`src/i2cm_defs.svh`:
```
// Register offsets, field positions, reset values and timing counts.
// Contract
// - Master starts transfers and shifts bytes most significant bit first.
// - A ninth clock follows each byte; sender releases data, receiver answers.
// - Low in ninth slot is acknowledge, high is not-acknowledge.
// - Data changes only while clock is low, except start and stop.
// - Start: data falls while clock stays high.
// - Stop: data rises while clock is high.
// - Repeated start is a start without a preceding stop.
// - Master makes every clock; quarter bit period is reload plus one cycles; only the low seven reload bits reach the divider.
// - Port enable bit five of control A hands pins to the module.
// - Status holds slew-rate and input-threshold select settings.
// - Status shows data/address, stop, start, read/write, update address, full.
// - Control B bits zero to three launch start, restart, stop, receive.
// - Acknowledge: write level to bit five, then set launch bit four.
// - During acknowledge clock the receiver holds data low throughout clock high.
// - Event-done and bus-collision flags each have an enable bit.
// - Start and stop are detected in hardware and flagged.
// - Seven- and ten-bit address formats are supported.
// - Buffer write launches a byte write; read/write bit stays set meanwhile.
// - Buffer write while busy sets write collision, buffer unchanged.
// - Released one sampled low while clock high: bus collision, go idle.
// - Event-done flag is set at each event completion; software clears it.
`ifndef I2CM_DEFS_SVH
`define I2CM_DEFS_SVH
`define I2CM_OFF_CTRL_A 8'h00
`define I2CM_OFF_CTRL_B 8'h04
`define I2CM_OFF_STATUS 8'h08
`define I2CM_OFF_RELOAD 8'h0C
`define I2CM_OFF_BUFFER 8'h10
`define I2CM_OFF_FLAGS 8'h14
`define I2CM_OFF_ENABLES 8'h18
`define I2CM_OFF_ADDR 8'h1C
`define I2CM_CA_WRITE_COLLISION 7
`define I2CM_CA_EN 5
`define I2CM_CB_ACKDATA 5
`define I2CM_CB_ACKLAUNCH 4
`define I2CM_CB_RECV 3
`define I2CM_CB_STOP 2
`define I2CM_CB_RESTART 1
`define I2CM_CB_START 0
`define I2CM_ST_SLEW 7
`define I2CM_ST_SMB 6
`define I2CM_ST_DA 5
`define I2CM_ST_P 4
`define I2CM_ST_S 3
`define I2CM_ST_RW 2
`define I2CM_ST_UA 1
`define I2CM_ST_BF 0
`define I2CM_FL_DONE 0
`define I2CM_FL_BCOL 1
`define I2CM_RESET_BYTE 8'h00
`define I2CM_RELOAD_RESET 8'h7F
`endif

```
`src/i2cm_pkg.sv`:
```
// Types shared by the two-wire master files.
package i2cm_pkg;
    typedef enum logic [6:0] {
        I2CM_IDLE = 7'b000_0001,
        I2CM_START = 7'b000_0010,
        I2CM_STOP = 7'b000_0100,
        I2CM_BIT = 7'b000_1000,
        I2CM_ACKB = 7'b001_0000,
        I2CM_ACKOUT = 7'b010_0000,
        I2CM_RSTART = 7'b100_0000
    } i2cm_state_t;
endpackage

```
`src/i2cm_master.sv`:
```
// Two-wire bus master with APB register access.
//
// Added by the designer: the APB interface to the registers and the register addresses.
`timescale 1ns/1ps
`include "i2cm_defs.svh"
module i2cm_master
    import i2cm_pkg::*;
#(
    parameter int RELOAD_W = 7
) (
    // APB
    input wire logic pclk,
    input wire logic presetn,
    input wire logic psel,
    input wire logic penable,
    input wire logic pwrite,
    input wire logic [7:0] paddr,
    input wire logic [31:0] pwdata,
    output logic [31:0] prdata,
    output logic pready,
    output logic pslverr,
    // Bus clock line
    input wire logic scl_in,
    output logic scl_out,
    output logic scl_oe,
    // Bus data line
    input wire logic sda_in,
    output logic sda_out,
    output logic sda_oe,
    // Event outputs
    output logic event_done_irq,
    output logic bus_collision_irq
);
    logic [7:0] serial_control_a_reg, serial_control_a_next;
    logic [7:0] serial_control_b_reg, serial_control_b_next;
    logic [1:0] status_cfg_reg, status_cfg_next;
    logic [7:0] bit_rate_reload_reg, bit_rate_reload_next;
    logic [7:0] tx_rx_buffer_reg, tx_rx_buffer_next;
    logic [7:0] shift_register_reg, shift_register_next;
    logic [1:0] flags_reg, flags_next;
    logic [1:0] enables_reg, enables_next;
    logic [6:0] own_addr_reg, own_addr_next;
    logic buffer_full_flag_reg, buffer_full_flag_next;
    logic rw_reg, rw_next;
    logic da_reg, da_next;
    logic p_reg, p_next;
    logic s_reg, s_next;
    logic ua_reg, ua_next;
    logic ten_bit_reg, ten_bit_next;
    logic first_byte_reg, first_byte_next;
    logic receiving_reg, receiving_next;
    i2cm_state_t state_reg, state_next;
    logic [1:0] phase_reg, phase_next;
    logic [3:0] bitn_reg, bitn_next;
    logic sda_drv_reg, sda_drv_next;
    logic scl_drv_reg, scl_drv_next;
    logic sda_d_reg, scl_d_reg;
    logic [31:0] prdata_next;
    logic pready_next;
    logic pslverr_next;
    logic tick;
    logic port_enable;
    logic busy;
    logic access;
    logic wr;
    logic sda_rise_hi, sda_fall_hi;
    logic [7:0] status_view;

    // Decode of one register offset, used for reads and writes alike.
    function automatic logic hit(input logic [7:0] a, input logic [7:0] off);
        hit = (a == off);
    endfunction

    assign port_enable = serial_control_a_reg[`I2CM_CA_EN];
    assign busy = (|serial_control_b_reg[4:0]) | rw_reg;
    assign access = psel & penable;
    assign wr = access & pwrite;
    assign sda_fall_hi = scl_in & scl_d_reg & sda_d_reg & !sda_in;
    assign sda_rise_hi = scl_in & scl_d_reg & !sda_d_reg & sda_in;
    assign status_view = {status_cfg_reg, da_reg, p_reg, s_reg, rw_reg,
                          ua_reg, buffer_full_flag_reg};

    i2cm_quarter_tick #(.WIDTH(RELOAD_W)) u_tick (
        .pclk(pclk),
        .presetn(presetn),
        .run(port_enable & busy & (state_reg != I2CM_IDLE)),
        .reload(bit_rate_reload_reg[RELOAD_W-1:0]),
        .tick(tick)
    );

    // Register file and bus engine share one next-state process.
    always_comb begin
        serial_control_a_next = serial_control_a_reg;
        serial_control_b_next = serial_control_b_reg;
        status_cfg_next = status_cfg_reg;
        bit_rate_reload_next = bit_rate_reload_reg;
        tx_rx_buffer_next = tx_rx_buffer_reg;
        shift_register_next = shift_register_reg;
        flags_next = flags_reg;
        enables_next = enables_reg;
        own_addr_next = own_addr_reg;
        buffer_full_flag_next = buffer_full_flag_reg;
        rw_next = rw_reg;
        da_next = da_reg;
        p_next = p_reg;
        s_next = s_reg;
        ua_next = ua_reg;
        ten_bit_next = ten_bit_reg;
        first_byte_next = first_byte_reg;
        receiving_next = receiving_reg;
        state_next = state_reg;
        phase_next = phase_reg;
        bitn_next = bitn_reg;
        sda_drv_next = sda_drv_reg;
        scl_drv_next = scl_drv_reg;
        prdata_next = 32'h0000_0000;
        pready_next = 1'b0;
        pslverr_next = 1'b0;

        // Software side: one wait state, answer in the second access cycle.
        if (access && !pready) begin
            pready_next = 1'b1;
            if (!pwrite) begin
                if (hit(paddr, `I2CM_OFF_CTRL_A)) begin
                    prdata_next[7:0] = serial_control_a_reg;
                end else if (hit(paddr, `I2CM_OFF_CTRL_B)) begin
                    prdata_next[7:0] = serial_control_b_reg;
                end else if (hit(paddr, `I2CM_OFF_STATUS)) begin
                    prdata_next[7:0] = status_view;
                end else if (hit(paddr, `I2CM_OFF_RELOAD)) begin
                    prdata_next[7:0] = bit_rate_reload_reg;
                end else if (hit(paddr, `I2CM_OFF_BUFFER)) begin
                    prdata_next[7:0] = tx_rx_buffer_reg;
                end else if (hit(paddr, `I2CM_OFF_FLAGS)) begin
                    prdata_next[1:0] = flags_reg;
                end else if (hit(paddr, `I2CM_OFF_ENABLES)) begin
                    prdata_next[1:0] = enables_reg;
                end else if (hit(paddr, `I2CM_OFF_ADDR)) begin
                    prdata_next[6:0] = own_addr_reg;
                end else begin
                    pslverr_next = 1'b1;
                end
            end
        end
        if (wr && pready) begin
            if (hit(paddr, `I2CM_OFF_CTRL_A)) begin
                // port enable; collision bit only clears by write.
                serial_control_a_next = {serial_control_a_reg[7] & pwdata[7],
                                         pwdata[6:0]};
            end else if (hit(paddr, `I2CM_OFF_CTRL_B)) begin
                // launch bits taken only when idle
                if (!busy) begin
                    serial_control_b_next = pwdata[7:0];
                    if (|pwdata[4:0]) begin
                        phase_next = 2'd0;
                    end
                end else begin
                    serial_control_b_next[7:5] = pwdata[7:5];
                end
            end else if (hit(paddr, `I2CM_OFF_STATUS)) begin
                status_cfg_next = pwdata[7:6];
            end else if (hit(paddr, `I2CM_OFF_RELOAD)) begin
                bit_rate_reload_next = pwdata[7:0];
            end else if (hit(paddr, `I2CM_OFF_BUFFER)) begin
                if (busy || state_reg != I2CM_IDLE) begin
                    serial_control_a_next[`I2CM_CA_WRITE_COLLISION] = 1'b1;
                end else begin
                    // buffer write launches a byte write
                    tx_rx_buffer_next = pwdata[7:0];
                    shift_register_next = pwdata[7:0];
                    buffer_full_flag_next = 1'b1;
                    rw_next = 1'b1;
                    receiving_next = 1'b0;
                    bitn_next = 4'd0;
                    phase_next = 2'd0;
                    state_next = I2CM_BIT;
                    // ten-bit header byte marks a pending low address
                    if (first_byte_reg) begin
                        ten_bit_next = pwdata[7:3] == 5'b11110;
                        ua_next = pwdata[7:3] == 5'b11110;
                    end
                end
            end else if (hit(paddr, `I2CM_OFF_FLAGS)) begin
                flags_next = flags_reg & ~pwdata[1:0];
            end else if (hit(paddr, `I2CM_OFF_ENABLES)) begin
                enables_next = pwdata[1:0];
            end else if (hit(paddr, `I2CM_OFF_ADDR)) begin
                own_addr_next = pwdata[6:0];
            end
        end
        if (!pwrite && access && pready && hit(paddr, `I2CM_OFF_BUFFER)) begin
            buffer_full_flag_next = 1'b0;
        end

        // Condition watch on the bus.
        if (sda_fall_hi) begin
            s_next = 1'b1;
            p_next = 1'b0;
            first_byte_next = 1'b1;
        end
        if (sda_rise_hi) begin
            p_next = 1'b1;
            s_next = 1'b0;
        end

        // Launch from idle: pick the event in priority order.
        if (state_reg == I2CM_IDLE && port_enable) begin
            if (serial_control_b_reg[`I2CM_CB_START]) begin
                state_next = I2CM_START;
            end else if (serial_control_b_reg[`I2CM_CB_RESTART]) begin
                state_next = I2CM_RSTART;
            end else if (serial_control_b_reg[`I2CM_CB_STOP]) begin
                state_next = I2CM_STOP;
            end else if (serial_control_b_reg[`I2CM_CB_RECV]) begin
                receiving_next = 1'b1;
                bitn_next = 4'd0;
                state_next = I2CM_BIT;
            end else if (serial_control_b_reg[`I2CM_CB_ACKLAUNCH]) begin
                state_next = I2CM_ACKOUT;
            end
        end else if (tick) begin
            phase_next = phase_reg + 2'd1;
            case (state_reg)
                I2CM_START, I2CM_RSTART: begin
                    // data falls with clock high; restart first
                    // raises data and clock from the held low clock.
                    case (phase_reg)
                        2'd0: sda_drv_next = 1'b1;
                        2'd1: scl_drv_next = 1'b1;
                        2'd2: sda_drv_next = 1'b0;
                        default: begin
                            scl_drv_next = 1'b0;
                            serial_control_b_next[1:0] = 2'b00;
                            flags_next[`I2CM_FL_DONE] = 1'b1;
                            state_next = I2CM_IDLE;
                        end
                    endcase
                end
                I2CM_STOP: begin
                    case (phase_reg)
                        2'd0: sda_drv_next = 1'b0;
                        2'd1: scl_drv_next = 1'b1;
                        2'd2: sda_drv_next = 1'b1;
                        default: begin
                            serial_control_b_next[`I2CM_CB_STOP] = 1'b0;
                            flags_next[`I2CM_FL_DONE] = 1'b1;
                            da_next = 1'b0;
                            state_next = I2CM_IDLE;
                        end
                    endcase
                end
                I2CM_BIT, I2CM_ACKB, I2CM_ACKOUT: begin
                    case (phase_reg)
                        2'd0: begin
                            // data set up in clock low
                            if (state_reg == I2CM_ACKOUT) begin
                                sda_drv_next =
                                    serial_control_b_reg[`I2CM_CB_ACKDATA];
                            end else if (state_reg == I2CM_ACKB ||
                                         receiving_reg) begin
                                sda_drv_next = 1'b1;
                            end else begin
                                sda_drv_next = shift_register_reg[7];
                            end
                        end
                        2'd1: scl_drv_next = 1'b1;
                        2'd2: begin
                            // released one but low while clock high
                            if (sda_drv_reg && !sda_in &&
                                state_reg == I2CM_BIT && !receiving_reg) begin
                                flags_next[`I2CM_FL_BCOL] = 1'b1;
                                serial_control_b_next[4:0] = 5'b00000;
                                rw_next = 1'b0;
                                scl_drv_next = 1'b1;
                                sda_drv_next = 1'b1;
                                state_next = I2CM_IDLE;
                            end else if (state_reg == I2CM_BIT) begin
                                shift_register_next =
                                    {shift_register_reg[6:0], sda_in};
                            end else if (state_reg == I2CM_ACKB) begin
                                serial_control_b_next[6] = sda_in;
                            end
                        end
                        default: begin
                            scl_drv_next = 1'b0;
                            bitn_next = bitn_reg + 4'd1;
                            if (state_reg == I2CM_ACKOUT) begin
                                serial_control_b_next[`I2CM_CB_ACKLAUNCH] =
                                    1'b0;
                                flags_next[`I2CM_FL_DONE] = 1'b1;
                                state_next = I2CM_IDLE;
                            end else if (state_reg == I2CM_ACKB) begin
                                rw_next = 1'b0;
                                flags_next[`I2CM_FL_DONE] = 1'b1;
                                first_byte_next = 1'b0;
                                da_next = !first_byte_reg;
                                if (!ten_bit_reg) begin
                                    ua_next = 1'b0;
                                end
                                ten_bit_next = 1'b0;
                                state_next = I2CM_IDLE;
                            end else if (bitn_reg == 4'd7) begin
                                if (receiving_reg) begin
                                    tx_rx_buffer_next = shift_register_reg;
                                    buffer_full_flag_next = 1'b1;
                                    serial_control_b_next[`I2CM_CB_RECV] =
                                        1'b0;
                                    flags_next[`I2CM_FL_DONE] = 1'b1;
                                    da_next = 1'b1;
                                    state_next = I2CM_IDLE;
                                end else begin
                                    buffer_full_flag_next = 1'b0;
                                    state_next = I2CM_ACKB;
                                end
                            end
                        end
                    endcase
                end
                default: state_next = I2CM_IDLE;
            endcase
        end
        if (!port_enable) begin
            state_next = I2CM_IDLE;
            sda_drv_next = 1'b1;
            scl_drv_next = 1'b1;
            rw_next = 1'b0;
            serial_control_b_next[4:0] = 5'b00000;
        end
    end

    always_ff @(posedge pclk or negedge presetn) begin
        if (!presetn) begin
            serial_control_a_reg <= `I2CM_RESET_BYTE;
            serial_control_b_reg <= `I2CM_RESET_BYTE;
            status_cfg_reg <= 2'b00;
            bit_rate_reload_reg <= `I2CM_RELOAD_RESET;
            tx_rx_buffer_reg <= `I2CM_RESET_BYTE;
            shift_register_reg <= `I2CM_RESET_BYTE;
            flags_reg <= 2'b00;
            enables_reg <= 2'b00;
            own_addr_reg <= 7'h00;
            buffer_full_flag_reg <= 1'b0;
            rw_reg <= 1'b0;
            da_reg <= 1'b0;
            p_reg <= 1'b0;
            s_reg <= 1'b0;
            ua_reg <= 1'b0;
            ten_bit_reg <= 1'b0;
            first_byte_reg <= 1'b0;
            receiving_reg <= 1'b0;
            state_reg <= I2CM_IDLE;
            phase_reg <= 2'd0;
            bitn_reg <= 4'd0;
            sda_drv_reg <= 1'b1;
            scl_drv_reg <= 1'b1;
            sda_d_reg <= 1'b1;
            scl_d_reg <= 1'b1;
            prdata <= 32'h0000_0000;
            pready <= 1'b0;
            pslverr <= 1'b0;
            scl_out <= 1'b0;
            scl_oe <= 1'b0;
            sda_out <= 1'b0;
            sda_oe <= 1'b0;
            event_done_irq <= 1'b0;
            bus_collision_irq <= 1'b0;
        end else begin
            serial_control_a_reg <= serial_control_a_next;
            serial_control_b_reg <= serial_control_b_next;
            status_cfg_reg <= status_cfg_next;
            bit_rate_reload_reg <= bit_rate_reload_next;
            tx_rx_buffer_reg <= tx_rx_buffer_next;
            shift_register_reg <= shift_register_next;
            flags_reg <= flags_next;
            enables_reg <= enables_next;
            own_addr_reg <= own_addr_next;
            buffer_full_flag_reg <= buffer_full_flag_next;
            rw_reg <= rw_next;
            da_reg <= da_next;
            p_reg <= p_next;
            s_reg <= s_next;
            ua_reg <= ua_next;
            ten_bit_reg <= ten_bit_next;
            first_byte_reg <= first_byte_next;
            receiving_reg <= receiving_next;
            state_reg <= state_next;
            phase_reg <= phase_next;
            bitn_reg <= bitn_next;
            sda_drv_reg <= sda_drv_next;
            scl_drv_reg <= scl_drv_next;
            sda_d_reg <= sda_in;
            scl_d_reg <= scl_in;
            prdata <= prdata_next;
            pready <= pready_next;
            pslverr <= pslverr_next;
            // Open drain: only a low is ever driven.
            scl_out <= 1'b0;
            scl_oe <= !scl_drv_next;
            sda_out <= 1'b0;
            sda_oe <= !sda_drv_next;
            // done flag gated by its enable
            event_done_irq <= flags_next[0] & enables_next[0];
            bus_collision_irq <= flags_next[1] & enables_next[1];
        end
    end
endmodule

```
`src/i2cm_quarter_tick.sv`:
```
// Divider making one quarter-bit enable pulse every reload plus one cycles.
`timescale 1ns/1ps
module i2cm_quarter_tick #(
    parameter int WIDTH = 7
) (
    // Clock and reset
    input wire logic pclk,
    input wire logic presetn,
    // Control
    input wire logic run,
    input wire logic [WIDTH-1:0] reload,
    // Enable out
    output logic tick
);
    logic [WIDTH-1:0] cnt_reg;
    logic [WIDTH-1:0] cnt_next;
    logic tick_next;

    always_comb begin
        tick_next = 1'b0;
        cnt_next = cnt_reg;
        if (!run) begin
            cnt_next = '0;
        end else if (cnt_reg >= reload) begin
            cnt_next = '0;
            tick_next = 1'b1;
        end else begin
            cnt_next = cnt_reg + 1'b1;
        end
    end

    always_ff @(posedge pclk or negedge presetn) begin
        if (!presetn) begin
            cnt_reg <= '0;
            tick <= 1'b0;
        end else begin
            cnt_reg <= cnt_next;
            tick <= tick_next;
        end
    end
endmodule

```
`config.mk`:
```
export PLATFORM = sky130hd
export DESIGN_NAME = i2cm_master
export DESIGN_NICKNAME = d
export VERILOG_FILES = /design/src/i2cm_pkg.sv /design/src/i2cm_master.sv /design/src/i2cm_quarter_tick.sv
export VERILOG_INCLUDE_DIRS = /design/src
export SDC_FILE = /design/constraint.sdc
export NUM_CORES = 1
export LEC_CHECK = 0
export ABC_CLOCK_PERIOD_IN_PS = 6800
export BUFFER_PORTS_ARGS = -buffer_cell sky130_fd_sc_hd__buf_2
export CAP_MARGIN = 30
export CORE_ASPECT_RATIO = 1.2
export CORE_UTILIZATION = 25
export DETAILED_ROUTE_END_ITERATION = 7
export PLACE_DENSITY = 0.51
export RECOVER_POWER = 100
export SYNTH_ARGS = -nofsm -noshare
export SYNTH_HDL_FRONTEND = slang
export SYNTH_SLANG_ARGS = --single-unit
```
`constraint.sdc`:
```
create_clock -name pclk -period 6.8 [get_ports pclk]
set_clock_uncertainty 0.15 [all_clocks]
set_input_delay 1.36 -clock pclk [delete_from_list [all_inputs] [get_ports pclk]]
set_output_delay 1.36 -clock pclk [all_outputs]
set_load 0.03 [all_outputs]
```
## After elaboration in Yosys (flattened, before gate mapping)

Index checks and enable logic that the tools add are counted.

| word-level totals | value |
|---|---|
| logic and storage cells | 403 |
| memories kept | 0 |
| bits in latches | 0 |
| ROM bits | 0 |
| output and inout bits | 40 |
| bits in writable memories | 0 |
| register bits | 101 |
| input bits | 47 |

| cells by class | value |
|---|---|
| $lt $le $gt $ge | 1 |
| bitwise operators | 23 |
| multiplexer cells | 273 |
| shift-type cells | 0 |
| divide/modulo/power cells | 0 |
| $add $sub $neg | 3 |
| reductions and logical operators | 40 |
| equality and inequality tests | 27 |
| $mul | 0 |

Operators with widths:

| kind | number |
|---|---|
| $mux W8 | 34 |
| $mux W7 | 27 |
| $mux W1 | 141 |
| $mux W2 | 32 |
| $mux W4 | 15 |
| $mux W5 | 8 |
| $eq A8 B5 Y1 const B | 4 |
| $pmux W7 S2 | 2 |
| $eq A8 B4 Y1 const B | 2 |
| $pmux W1 S2 | 8 |
| $and A1 B1 Y1 | 12 |
| $ne A2 B2 Y1 const B | 6 |
| $reduce_or A5 Y1 | 2 |
| $logic_and A1 B1 Y1 | 9 |
| $pmux W1 S3 | 3 |
| $reduce_and A9 Y1 | 1 |
| $reduce_or A3 Y1 | 3 |
| $eq A8 B3 Y1 const B | 1 |
| $logic_not A1 Y1 | 8 |
| $logic_not A8 Y1 | 1 |
| $not A1 Y1 | 8 |
| $pmux W2 S2 | 2 |
| $reduce_and A8 Y1 | 1 |
| $reduce_bool A2 Y1 | 4 |
| other kinds (29) | 33 |

## Logic depth before layout (Yosys ltp)

| logic depth | value |
|---|---|
| word-level depth | 18 |
| gate-level depth with buffers | 9 |
| depth with buffers taken out | 7 |

## Cells and area by module

A second synthesis with hierarchy kept.

| second synthesis, totals | value |
|---|---|
| cell total of the unflattened synthesis | 607 |
| area, all modules | 5913.2 sq um |

Modules (own cells, without submodules):

| module | area each (sq um) | seq. area each (sq um) | cells an instance | times used |
|---|---|---|---|---|
| i2cm_master | 5395.2 | 2342.2 | 554 | 1 |
| i2cm_quarter_tick | 518.0 | 200.2 | 53 | 1 |

## Least setup slack after synthesis

Ideal clock, no wire load.

| timing path | value |
|---|---|
| path type | input -> register |
| start point | input port paddr[7] |
| end point | register tx_rx_buffer_reg[6] |
| data required time | 6521 ps |
| stages on the path | 6 |
| path slack | 3506 ps |
| data arrival time | 3015 ps |
| setup time | 129 ps |
| path buffers | 1 |
| cell sequence | nor3_1 > nand3_1 > nor4_4 > buf_6 > mux2i_1 > o21ai_2 |

| on the way | value |
|---|---|
| longest elaborated chain between the ends | 15 |
| elaborated cells between the ends (all ways) | 19 |
| classes of those cells | eq/ne (4); mux (14); reduce/logical (1) |

Ends and longest elaborated chain:

| element | RTL line | source |
|---|---|---|
| start: declaration | i2cm_master.sv:17 | `input wire logic [7:0] paddr,` |
| $eq A8 B5 Y1 | i2cm_master.sv:71 | `hit = (a == off);` |
| $mux W8 | i2cm_master.sv:164 | `` end else if (hit(paddr, `I2CM_OFF_BUFFER)) begin `` |
| $mux W8 | i2cm_master.sv:162 | `` end else if (hit(paddr, `I2CM_OFF_RELOAD)) begin `` |
| $mux W8 | i2cm_master.sv:160 | `` end else if (hit(paddr, `I2CM_OFF_STATUS)) begin `` |
| $mux W8 | i2cm_master.sv:150 | `` end else if (hit(paddr, `I2CM_OFF_CTRL_B)) begin `` |
| $mux W8 * | i2cm_master.sv:146 | `` if (hit(paddr, `I2CM_OFF_CTRL_A)) begin `` |
| $mux W8 * | i2cm_master.sv:145 | `if (wr && pready) begin` |
| $mux W8 | i2cm_master.sv:303 | `if (receiving_reg) begin` |
| $mux W8 | i2cm_master.sv:302 | `end else if (bitn_reg == 4'd7) begin` |
| $mux W8 | i2cm_master.sv:292 | `end else if (state_reg == I2CM_ACKB) begin` |
| $mux W8 | i2cm_master.sv:287 | `if (state_reg == I2CM_ACKOUT) begin` |
| $mux W8 | i2cm_master.sv:253 | `case (phase_reg)` |
| $mux W8 | i2cm_master.sv:223 | `case (state_reg)` |
| $mux W8 | i2cm_master.sv:221 | `end else if (tick) begin` |
| $mux W8 * | i2cm_master.sv:207 | `if (state_reg == I2CM_IDLE && port_enable) begin` |
| net tx_rx_buffer_next[6] | i2cm_master.sv:38 | `logic [7:0] tx_rx_buffer_reg, tx_rx_buffer_next;` |
| end signal: assignment | i2cm_master.sv:337 | `` tx_rx_buffer_reg <= `I2CM_RESET_BYTE; `` |
| end signal: assignment | i2cm_master.sv:372 | `tx_rx_buffer_reg <= tx_rx_buffer_next;` |
| end: declaration | i2cm_master.sv:38 |  |

The timed path passes the listed nets; every way through them passes the cells marked *.
A chain may end at the register's enable or synchronous reset.

==> metrics <==
Initial Utilization=25.69%; FMAX=between 0.2 and 0.25 GHz; area of the core=22,600 µm²; DRT antenna net count=0; DR pass1 iterations=5; Via density=4.940; DR WL/cell=~17 µm; Max VDD drop=slightly above 100 µV; worst path arrival time=around 4.5 ns; Die Wd=141.1 µm; Max FO, Critical Path=55; Max-Cap Viols=1; share of post-route cells with drive strength above 1=between 10 and 15%; Internal=0.0008902 W; Hold Path Sink=serial_control_b_reg[7]; area of the mapped netlist=5804 µm²; nets@finish=~690; Hold Path Origin=serial_control_b_reg[7]; RSZ-0062 raised after global routing=no; switching power share of the total=about a quarter; R2R Path End=state_reg[3]; num ports=87; most area-hungry cell type in the Yosys netlist=dfrtp_1; FF-to-FF setup slack=between 3 and 4 ns; library cells used by synthesis=63; Num CTS Buffers=9; worst r2r path cells=6; worst relative slew slack=-74.57%; clock tree buffer depth=2; clock network power share=42.5%; setup TNS=0 ns; largest net degree at the start of global routing=56; initial antenna violation count=0; DRC=0; Area contributors post-synth=dfrtp_1 (38%), mux2_2 (7.4%), dfstp_2 (5.4%); post-CTS setup buffers=0; Port Buf Inserts=36; Synth Warn #=0; Post-synth EDFFs=0; minimum clock period=roughly 4.4 ns; Final setup viols=0; Yosys top cell area share=roughly two fifths; Clock Latency Late Sink=0.36 ns; clk slew on worst S/H paths=0.07 ns; Slowest-stage cell, CP=clkbuf_1; Filler cells=roughly 2.4k; crit start category=primary input; final core utilization=28.43%; ANT cells=0; synthesized instance count=between 600 and 700; clock tree sinks=approximately 100; TritonCTS clock tree=built; HP Class=reg -> reg; Leakage=roughly 2.7 nW; Hold Buf Count CTS=0; CTS HTree Levels=3; Syn-to-layout area delta=10.67%; Top delay family on crit path=buffers and inverters; critical path type=in -> async; GPL Wtd Cong=0.8370; failing checks=max-capacitance violations, max-slew violations; RR Startpoint=state_reg[2]; gr ovfl total=0; Seq/Total Area, Yosys=between 40% and 50%; CP required=6.89 ns; final hold violation count=0; Syn Area/Cell=between 9 and 10 µm²; outcome=finished with violations; crit share post-route=between 60% and 70%; vias in the first global route=around 4.5k; cts repair resizes=0; WL final=roughly 16 mm; root buffer cell=clkbuf_16; Seq. cell area=2542 µm²; endpoint class of the critical path=async pin; count of pins over their slew limit=48; row cnt=60; area occupied by multi-input gates=between 2000 and 3000 µm²; worst path buffer plus inverter count=2; Worst Max-Slew Pin Slew=about 2.6 ns; DP HPWL=roughly 12 mm; register bit total from synthesis=between 100 and 150; Initial DRC Count=about 380; Cell Chain, Critical Path=clkbuf_1, clkbuf_2; Worst Hold Depth=1; Logic pwr share=a little over 6%; Die Span Y=about 170 µm; first-pass GRT wire length=~26 mm; sequential share of power=approximately half; Power Density=approximately 180 nW/µm²; GRT Util Overall=between 10% and 20%; via count=4,673; Most used DFF post-synth=dfrtp_1; Post-synth ARST share=100.0%; P_sw=roughly 0.0003 W; CP max stage delay=roughly 1.8 ns; Die Footprint=23,830 µm²
[cell usage in the layout, fill, tap and decap left out, drive strengths merged, types with 7 or more instances in the layout]
cell    instances
nor2           42
o21ai          41
nand3          20
ha             13
nor4            9
mux2           38
nand4           7
a31oi          16
a21oi          35
nor3           20
nand3b          7
clkbuf         35
buf            19
dfstp          12
dfrtp          89
a22oi           8
inv            23
nand2          62
conb           26
mux2i           9
[per-stage QoR]
step / power, W / instances / hold slack [ns] / setup slack, ns / area [µm²]
floorplan: 0.0006717 / 635 / 0.3000 / 3.506 / 5898
global placement: 0.0006963 / 929 / 0.3324 / 2.835 / 6172
detailed placement: 0.0006965 / 930 / 0.3406 / 2.845 / 6180
CTS: 0.001203 / 946 / 0.3554 / 3.221 / 6462
global route: 0.001234 / 946 / 0.3684 / 1.622 / 6424
finish: 0.001187 / 946 / 0.3544 / 2.363 / 6424
[routing by layer]
layer	GRT usage (%)	vias up	wire, µm	part of all wire (%)
met4	6.238	0	494	3.0
li1	-	2222	-	-
met2	22.82	112	7826	48
met1	19.45	2314	7565	46
met5	0	-	0	0
met3	1.584	25	533	3.2
[power by group through the flow]
stage	combinational (W)	sequential [W]	clock [W]
2_1_floorplan	0.0000513	0.000620	0
3_5_place_dp	0.0000760	0.000620	0
4_1_cts	0.0000761	0.000609	0.000518
6_report	0.0000737	0.000609	0.000504
5_1_grt	0.0000813	0.000609	0.000543
3_3_place_gp	0.0000760	0.000620	0
[cells in the mapped netlist (5+ instances only)]
cell	instances
nor3_1	20
a31oi_1	16
a22oi_1	8
or4_1	5
ha_1	13
or3_1	6
mux2_2	38
xnor2_1	5
o31ai_1	5
dfstp_2	12
inv_1	23
and2_1	6
nand3b_1	7
nand3_1	20
nor4_1	8
o211ai_1	5
nand2_1	62
clkbuf_1	24
nand4_1	6
nor2_1	42
buf_4	26
a21oi_1	35
a2111oi_0	6
dfrtp_1	89
a211oi_1	6
nor3b_1	5
mux2i_1	9
o21ai_0	40
[kinds of logic (layout without fill, tap and decap cells)]
group / count (synthesis) / after routing / synth area share (%)
compound gates: 145 / 145 / 15.87
xor+xnor: 9 / 9 / 1.358
fa+ha+maj: 13 / 13 / 2.802
buf+inv: 79 / 80 / 7.221
flops: 101 / 101 / 43.80
mux: 49 / 49 / 9.700
other cells: 1 / 26 / 0.06461
simple gates: 213 / 213 / 19.19
[worst max path at each step]
stage                         from                  end  slack [ns]  cells past startpoint
final                      presetn      own_addr_reg[2]        2.36                      2
after global routing       presetn               rw_reg        1.62                      2
after CTS                 paddr[7]          ten_bit_reg        3.22                      6
after detailed placement  paddr[7]               ua_reg        2.85                      6
after global placement    paddr[7]               ua_reg        2.83                      6
after floorplan           paddr[7]  tx_rx_buffer_reg[6]        3.51                      6
[final cells by class]
cell class                 instances  share of cell area [%]
clock buffer                      13                   4.051
tap                              310                   6.038
timing repair buffer              41                   2.824
multi-input combinational        455                   45.81
inverter                          23                   1.344
clock inverter                     3                  0.3506
sequential                       101                   39.58
(Power assumes the default switching activity.)
